[src/core/scd_params.svh]
// constants of the service command dispatcher
`ifndef SCD_PARAMS_SVH
`define SCD_PARAMS_SVH
`define SCD_CMD_SRV_ON 8'h01
`define SCD_CMD_SRV_OFF 8'h02
`define SCD_CMD_ZERO 8'h03
`define SCD_CMD_ADJ1 8'h04
`define SCD_CMD_ADJ4 8'h07
`define SCD_CMD_FACTORY 8'h08
`define SCD_CMD_ACK 8'h09
`define SCD_CMD_IMP_CHK 8'h0A
`define SCD_CMD_IMP_REF 8'h0B
`define SCD_CMD_SA_ON 8'h0C
`define SCD_CMD_SA_OFF 8'h0D
`define SCD_CMD_PTR_CLR 8'h0E
`define SCD_CMD_ABORT 8'h6C
`define SCD_ERR_NONE 8'h00
`define SCD_ERR_FAULT 8'h15
`define SCD_ERR_STATE 8'h01
`define SCD_ERR_UNKNOWN 8'h02
`define SCD_PTR_RESET 16'h0000
`endif

[src/core/scd_pkg.sv]
// types of the service command dispatcher
package scd_pkg;
  typedef struct packed {
    logic srv;
    logic standalone;
    logic err_state;
    logic adjusted;
  } scd_mode_s;
  typedef struct packed {
    logic done;
    logic err;
    logic [7:0] err_code;
  } scd_result_s;
endpackage : scd_pkg

[src/core/scd_dispatch.sv]
// service and adjustment command dispatcher
//
// Function
// - code 1 enters service; only with no weighing cycle running
// - unadjusted scale refuses to leave service
// - code 2 leaves service; only while in service
// - weighing commands allowed only once service is off after adjustment
// - code 3 in service captures dead-load as zero point
// - codes 4..7 in service capture weight as adjustment weights 1..4
// - code 8 in service restores factory parameters
// - code 9 always acknowledges errors; error state left only if none remain
// - code 10, with no cycle running or in service, checks load-cell impedance against reference
// - code 11, with no cycle running or in service, stores impedance reference
// - code 12 in service off host bus enables stand-alone, kept non-volatile
// - stand-alone cleared as soon as operated on the host bus
// - code 13 in service disables stand-alone
// - code 14 resets slave pointer to 0
// - in fault/error state only 8,1,2,9,108 accepted; others error 21
`timescale 1ns/100ps
`include "scd_params.svh"
module scd_dispatch
  import scd_pkg::*;
#(
  parameter int WW = 24
) (
  input wire logic mclk,
  input wire logic rst,
  input wire logic cmd_valid,
  input wire logic [7:0] cmd_code,
  input wire logic cycle_active,
  input wire logic on_host_bus,
  input wire logic hw_fault,
  input wire logic other_errors,
  input wire logic [WW-1:0] weight_in,
  input wire logic [WW-1:0] imp_meas,
  input wire logic sa_nv_in,
  output scd_mode_s mode,
  output scd_result_s result,
  output logic weigh_enable,
  output logic [WW-1:0] zero_pt,
  output logic [WW-1:0] adj_wt [4],
  output logic [WW-1:0] imp_ref,
  output logic imp_ok,
  output logic factory_pulse,
  output logic sa_nv_write,
  output logic [15:0] slave_ptr
);
  if (WW < 1) begin : g_ww_check
    $error("width too small");
  end

  // ==========================================================
  // command legality
  function automatic logic legal_in_fault(input logic [7:0] c);
    return c == `SCD_CMD_FACTORY || c == `SCD_CMD_SRV_ON || c == `SCD_CMD_SRV_OFF
      || c == `SCD_CMD_ACK || c == `SCD_CMD_ABORT;
  endfunction : legal_in_fault

  scd_mode_s mode_ff, nxt_mode;
  scd_result_s res_ff, nxt_res;
  logic [WW-1:0] zero_ff, nxt_zero;
  logic [WW-1:0] adj_ff [4];
  logic [WW-1:0] nxt_adj [4];
  logic [WW-1:0] ref_ff, nxt_ref;
  logic imp_ok_ff, nxt_imp_ok;
  logic fac_ff, nxt_fac;
  logic nvw_ff, nxt_nvw;
  logic [15:0] ptr_ff, nxt_ptr;
  logic nv_loaded_ff, nxt_nv_loaded;
  logic [2:0] bus_sync_ff, nxt_bus_sync;
  logic bus_q_ff, nxt_bus_q;
  logic faulted;

  assign faulted = mode_ff.err_state || hw_fault;

  // ==========================================================
  // next-state logic
  always_comb begin
    logic ok;
    logic [7:0] ec;
    ok = 1'b0;
    ec = `SCD_ERR_NONE;
    nxt_mode = mode_ff;
    nxt_zero = zero_ff;
    nxt_adj = adj_ff;
    nxt_ref = ref_ff;
    nxt_imp_ok = imp_ok_ff;
    nxt_fac = 1'b0;
    nxt_nvw = 1'b0;
    nxt_ptr = ptr_ff;
    nxt_res = '{done: 1'b0, err: 1'b0, err_code: `SCD_ERR_NONE};
    nxt_nv_loaded = 1'b1;
    nxt_bus_sync = {bus_sync_ff[1:0], on_host_bus};
    nxt_bus_q = (bus_sync_ff[2] == bus_sync_ff[1]) ? bus_sync_ff[2] : bus_q_ff;
    if (!nv_loaded_ff) begin
      nxt_mode.standalone = sa_nv_in;
    end
    if (hw_fault) begin
      nxt_mode.err_state = 1'b1;
    end
    if (cmd_valid) begin
      if (faulted && !legal_in_fault(cmd_code)) begin
        ec = `SCD_ERR_FAULT;
      end else begin
        unique case (cmd_code)
          `SCD_CMD_SRV_ON: ok = !cycle_active;
          `SCD_CMD_SRV_OFF: ok = mode_ff.srv && mode_ff.adjusted;
          `SCD_CMD_ZERO, `SCD_CMD_FACTORY, `SCD_CMD_SA_OFF: ok = mode_ff.srv;
          8'h04, 8'h05, 8'h06, `SCD_CMD_ADJ4: ok = mode_ff.srv;
          `SCD_CMD_ACK: ok = 1'b1;
          `SCD_CMD_IMP_CHK, `SCD_CMD_IMP_REF: ok = !cycle_active || mode_ff.srv;
          `SCD_CMD_SA_ON: ok = mode_ff.srv && !bus_q_ff;
          `SCD_CMD_PTR_CLR: ok = 1'b1;
          `SCD_CMD_ABORT: ok = 1'b1;
          default: ok = 1'b0;
        endcase
        if (!ok) begin
          ec = (cmd_code > `SCD_CMD_PTR_CLR && cmd_code != `SCD_CMD_ABORT)
            ? `SCD_ERR_UNKNOWN : `SCD_ERR_STATE;
        end
      end
      nxt_res = '{done: 1'b1, err: !ok, err_code: ec};
      if (ok) begin
        unique case (cmd_code)
          `SCD_CMD_SRV_ON: nxt_mode.srv = 1'b1;
          `SCD_CMD_SRV_OFF: nxt_mode.srv = 1'b0;
          `SCD_CMD_ZERO: nxt_zero = weight_in;
          8'h04, 8'h05, 8'h06, `SCD_CMD_ADJ4: begin
            nxt_adj[2'(cmd_code - `SCD_CMD_ADJ1)] = weight_in;
            nxt_mode.adjusted = 1'b1;
          end
          `SCD_CMD_FACTORY: begin
            nxt_fac = 1'b1;
            nxt_mode.adjusted = 1'b0;
            nxt_zero = '0;
            nxt_ref = '0;
            for (int i = 0; i < 4; i++) begin
              nxt_adj[i] = '0;
            end
          end
          `SCD_CMD_ACK: nxt_mode.err_state = hw_fault || other_errors;
          `SCD_CMD_IMP_CHK: nxt_imp_ok = imp_meas == ref_ff;
          `SCD_CMD_IMP_REF: nxt_ref = imp_meas;
          `SCD_CMD_SA_ON: begin
            nxt_mode.standalone = 1'b1;
            nxt_nvw = 1'b1;
          end
          `SCD_CMD_SA_OFF: begin
            nxt_mode.standalone = 1'b0;
            nxt_nvw = mode_ff.standalone;
          end
          `SCD_CMD_PTR_CLR: nxt_ptr = `SCD_PTR_RESET;
          default: nxt_ptr = ptr_ff;
        endcase
      end
    end
    if (bus_q_ff && nxt_mode.standalone) begin
      nxt_mode.standalone = 1'b0;
      nxt_nvw = 1'b1;
    end
  end

  // ==========================================================
  // registers
  always_ff @(posedge mclk or posedge rst) begin
    if (rst) begin
      mode_ff <= '0;
      res_ff <= '0;
      zero_ff <= '0;
      for (int i = 0; i < 4; i++) begin
        adj_ff[i] <= '0;
      end
      ref_ff <= '0;
      imp_ok_ff <= 1'b0;
      fac_ff <= 1'b0;
      nvw_ff <= 1'b0;
      ptr_ff <= `SCD_PTR_RESET;
      nv_loaded_ff <= 1'b0;
      bus_sync_ff <= 3'h0;
      bus_q_ff <= 1'b0;
    end else begin
      mode_ff <= nxt_mode;
      res_ff <= nxt_res;
      zero_ff <= nxt_zero;
      adj_ff <= nxt_adj;
      ref_ff <= nxt_ref;
      imp_ok_ff <= nxt_imp_ok;
      fac_ff <= nxt_fac;
      nvw_ff <= nxt_nvw;
      ptr_ff <= nxt_ptr;
      nv_loaded_ff <= nxt_nv_loaded;
      bus_sync_ff <= nxt_bus_sync;
      bus_q_ff <= nxt_bus_q;
    end
  end

  assign mode = mode_ff;
  assign result = res_ff;
  assign weigh_enable = mode_ff.adjusted && !mode_ff.srv && !mode_ff.err_state;
  assign zero_pt = zero_ff;
  assign adj_wt = adj_ff;
  assign imp_ref = ref_ff;
  assign imp_ok = imp_ok_ff;
  assign factory_pulse = fac_ff;
  assign sa_nv_write = nvw_ff;
  assign slave_ptr = ptr_ff;

  // ==========================================================
  // assertions
  a_srv_on_blocked: assert property (@(posedge mclk) disable iff (rst)
    cmd_valid && cmd_code == `SCD_CMD_SRV_ON && cycle_active && !mode_ff.srv
    |=> !mode_ff.srv && res_ff.err) else $error("service entered during cycle");
  a_unadj_stays: assert property (@(posedge mclk) disable iff (rst)
    mode_ff.srv && !mode_ff.adjusted |=> mode_ff.srv) else $error("left service unadjusted");
  a_srv_off_ok: assert property (@(posedge mclk) disable iff (rst)
    $fell(mode_ff.srv) |-> $past(cmd_valid) && $past(cmd_code) == `SCD_CMD_SRV_OFF)
    else $error("service left without code 2");
  a_weigh_gate: assert property (@(posedge mclk) disable iff (rst)
    $rose(weigh_enable) |-> $past(cmd_valid)
      && ($past(cmd_code) == `SCD_CMD_SRV_OFF || $past(cmd_code) == `SCD_CMD_ACK))
    else $error("weighing enabled without leaving service");
  a_zero_cap: assert property (@(posedge mclk) disable iff (rst)
    cmd_valid && cmd_code == `SCD_CMD_ZERO && mode_ff.srv && !faulted
    |=> zero_ff == $past(weight_in)) else $error("zero not captured");
  a_fault_reject: assert property (@(posedge mclk) disable iff (rst)
    cmd_valid && faulted && !legal_in_fault(cmd_code)
    |=> res_ff.err && res_ff.err_code == `SCD_ERR_FAULT) else $error("fault reject missing");
  a_refuse_hold: assert property (@(posedge mclk) disable iff (rst)
    cmd_valid && !mode_ff.srv && cmd_code == `SCD_CMD_ZERO
    |=> res_ff.err && $stable(zero_ff)) else $error("refused command changed state");
  a_bus_clears_sa: assert property (@(posedge mclk) disable iff (rst)
    bus_q_ff |=> !mode_ff.standalone) else $error("stand-alone kept on bus");
  a_ptr_clear: assert property (@(posedge mclk) disable iff (rst)
    cmd_valid && cmd_code == `SCD_CMD_PTR_CLR && !faulted |=> ptr_ff == `SCD_PTR_RESET)
    else $error("pointer not cleared");
endmodule : scd_dispatch

[config.mk]
export PLATFORM = sky130hd
export DESIGN_NAME = scd_dispatch
export DESIGN_NICKNAME = d
export VERILOG_FILES = /design/src/core/scd_pkg.sv /design/src/core/scd_dispatch.sv
export VERILOG_INCLUDE_DIRS = /design/src /design/src/core
export SDC_FILE = /design/constraint.sdc
export NUM_CORES = 1
export LEC_CHECK = 0
export BUFFER_PORTS_ARGS = -buffer_cell sky130_fd_sc_hd__buf_2
export CAP_MARGIN = 10
export CORE_MARGIN = 2
export CORE_UTILIZATION = 35
export CTS_CLUSTER_SIZE = 12
export DETAILED_ROUTE_END_ITERATION = 16
export GPL_TIMING_DRIVEN = 0
export SKIP_LAST_GASP = 1
export SYNTH_ARGS = -nofsm -noshare
export SYNTH_HDL_FRONTEND = slang
export SYNTH_SLANG_ARGS = --single-unit
[constraint.sdc]
create_clock -name mclk -period 13.84 [get_ports mclk]
set_clock_uncertainty 0.2 [all_clocks]
set_input_delay 2.768 -clock mclk [delete_from_list [all_inputs] [get_ports mclk]]
set_output_delay 2.768 -clock mclk [all_outputs]
set_load 0.02 [all_outputs]
==> flow_summary.yaml <==
cts:
  ctsRootBufferMaster: "clkbuf_16"
  htree_levels: 4
  clock_latency_ns: 0.42
  cts.clk_slew.worst_paths_ns: 0.06
  ctsResizeCount: 0
  cts_hold_buffers: 0
  cts.sinks: 161
  cts_setup_buffers: 0
  cts-buffers-inserted: 17
  clock_path_buffers: 2
  cts_tree: "built"
power_and_ir_drop:
  seq_power_share_pct: 48.4
  max-vdd-ir-drop_uv: 77.5
  sw_frac_of_total_pct: 24.2
  power_frac_clock_pct: 45.7
  power_density_nw_per_um2: 111
  power.leakage_nw: 4.91
  p_int_w: 0.000744
  pwr-share-comb_pct: 6.0
  p_switching_w: 0.000238
sta:
  worst_pin_slew_ns: 0.761
  hold_viol_final: 0
  timing.setup.tns_ns: 0
  timing.fmax_ghz: 0.193
  setup_viol: 0
  fin_crit_ns: 5.17
  slew_viol_final: 0
  timing.slew.headroom_pct: 49.1
  rsz0062_at_grt: "false"
  finalCritPeriodShare_pct: 37.4
yosys:
  synth.distinct_cells: 51
  synth_top_family_by_area: "compound AO/OA/AOI/OAI gates"
  synth_cells: 510
  ys_async_sr_fraction_pct: 100
  synthAdderAreaFrac_pct: 0.147
  ys_seq_elements: 161
  ys_warn_count: 0
  avgSynthCellArea_um2: 13.3
  synth_compound_area_share_pct: 15.3
  synth_simple_gate_area_share_pct: 8.27
  ys_seq_area_share_pct: 59.3
  synth_edf_count: 0
  netlist_area_um2: 6790
  synthXorXnorAreaFrac_pct: 3.22
  synth_flop_cell: "dfrtp_1"
  synthMuxAreaShare_pct: 8.57
drt:
  vias_per_cell: 5.00
  drc_errors: 0
  vias: 5195
  ant_nets: 0
  drt_wl_total_um: 19600
  drt_iter0_drc: 254
  routedWlPerCell_um: 18.9
  dr.pass1.iters: 5
die:
  die_h_um: 143
  fp.dieW_um: 143
  start_util_pct: 36.0
  placeableCoreArea_um2: 18900
  die_area_um2: 20500
  io_pins: 242
  fp-row-count: 50
run_status:
  outcome: "completed"
final_layout:
  layout.cells.most_common: "buf_2"
  regArea_um2: 4030
  drive_gt1_share_pct: 39.7
  final_nets: 831
  finish.utilization_pct: 47.0
  area_growth_syn_to_layout_pct: 30.6
  fillers: 1795
  mostFrequentLayoutCells: "buf_2 (234), dfrtp_1 (161), a22o_1 (95), mux2_1 (41), and2_1 (27)"
  multi_input_area_um2: 2490
  antenna_cells: 0
job:
  maxCapViolations: 0
placement:
  dp_hpwl_um: 14700
  io_buffer_count: 218
  place.gp.congestion: 0.905
worst_hold_path:
  min_path_type: "register to register"
  holdPathStages: 0
grt:
  first_global_vias: 5399
  grt_first_pass_wirelength_um: 30500
  grt_overflow: 0
  antenna_found_initial: 0
  grt_max_degree: 84
  grt_use_total_pct: 19.5
critical_path:
  crit_arrival_ns: 5.27
  cp-start-kind: "input port"
  critPathRequiredTime_ns: 13.94
  crit_path_end_kind: "register"
  path_class: "input port to register"
  cp_max_fo: 10
  worstRegToRegCells: 8
sequential cells by signal, indices dropped and copies added, names as in the netlist:
| register | count |
|---|---|
| adj_wt | 96 |
| imp_ref | 24 |
| zero_pt | 24 |
| result | 5 |
| mode | 4 |
| bus_sync_ff | 3 |
| bus_q_ff | 1 |
| factory_pulse | 1 |
| imp_ok | 1 |
| nv_loaded_ff | 1 |
| sa_nv_write | 1 |
critical path: stages:
cell      delay (ns)
buf_2           0.11
clkbuf_1        0.22
nor3b_1         0.21
a32o_1          0.24
o211a_1         0.24
a31o_1          0.18
buf_2           0.17
o211ai_1        0.36
buf_2           0.41
mux2_1          0.36
Yosys cell counts, drive strengths merged (2+ instances only):
| library cell | n | share of area [%] |
|---|---|---|
| dfrtp | 161 | 59 |
| a22o | 95 | 12 |
| mux2 | 49 | 8.1 |
| buf | 42 | 4.3 |
| and2 | 27 | 2.5 |
| xor2 | 16 | 2.1 |
| clkbuf | 11 | 0.61 |
| nor2 | 10 | 0.55 |
| nand3 | 9 | 0.66 |
| o21ai | 9 | 0.66 |
| xnor2 | 9 | 1.2 |
| nand2 | 8 | 0.44 |
| nor4 | 7 | 1.1 |
| nor3 | 6 | 0.74 |
| a21oi | 4 | 0.29 |
| inv | 3 | 0.17 |
| mux2i | 3 | 0.44 |
| nand2b | 3 | 0.28 |
| nand4 | 3 | 0.28 |
| nor2b | 3 | 0.28 |
| nor3b | 3 | 0.41 |
| o31ai | 3 | 0.33 |
| a31o | 2 | 0.26 |
| a32o | 2 | 0.29 |
| conb | 2 | 0.11 |
| o21a | 2 | 0.22 |
| or3 | 2 | 0.18 |
| or4 | 2 | 0.28 |
layer usage:
layer  global-route usage (%)  routed length (µm)
met1                     25.4                8450
met2                     32.0                9480
met3                     3.80                1110
met4                     8.46                 567
met5                        0                   0
power by group through the flow:
stage,clock (W),sequential (W),combinational (W)
CTS,0.000460,0.000475,0.0000588
finish,0.000448,0.000475,0.0000585
detailed placement,0,0.000484,0.0000585
global placement,0,0.000484,0.0000557
floorplan,0,0.000486,0.0000313
global route,0.000482,0.000475,0.0000648
layout make-up:
class	count	share of cell area [%]
Inverter	3	0.183
Timing Repair Buffer	219	12.6
Clock inverter	14	1.47
Tap cell	260	3.67
Buffer	53	3.78
Multi-Input combinational cell	312	28.0
Clock buffer	18	4.84
Sequential cell	161	45.4
per-stage QoR:
stage          instances  hold slack (ns)  setup slack [ns]  area [µm²]  power, W
3_5_place_dp        1008            0.143              8.22        8310  0.000542
4_1_cts             1040            0.163              8.67        8870  0.000994
6_report            1040            0.153              8.67        8870  0.000982
5_1_grt             1040            0.169              8.54        8870   0.00102
3_3_place_gp        1007            0.133              5.01        8280  0.000539
2_1_floorplan        529            0.131              6.52        6860  0.000517
cells by family after synthesis:
logic type | after synthesis
AND/OR/NAND/NOR | 88
buffers and inverters | 56
other | 2
flip-flops | 161
multiplexers | 52
AO/OA/AOI/OAI | 125
XOR/XNOR | 25
adder cells (fa/ha/maj) | 1
final timing paths:
path,startpoint,to,slack [ns]
hold reg to reg,bus_sync_ff[0],bus_sync_ff[1],0.15
setup / recovery,cmd_code[2],adj_wt[90],8.67
setup reg to reg,mode[0],adj_wt[90],10.95
max in group asynchronous,rst,adj_wt[14],10.31
hold / removal,bus_sync_ff[0],bus_sync_ff[1],0.15
min in group asynchronous,rst,adj_wt[73],2.28
Power figures use the tool's default switching activity.
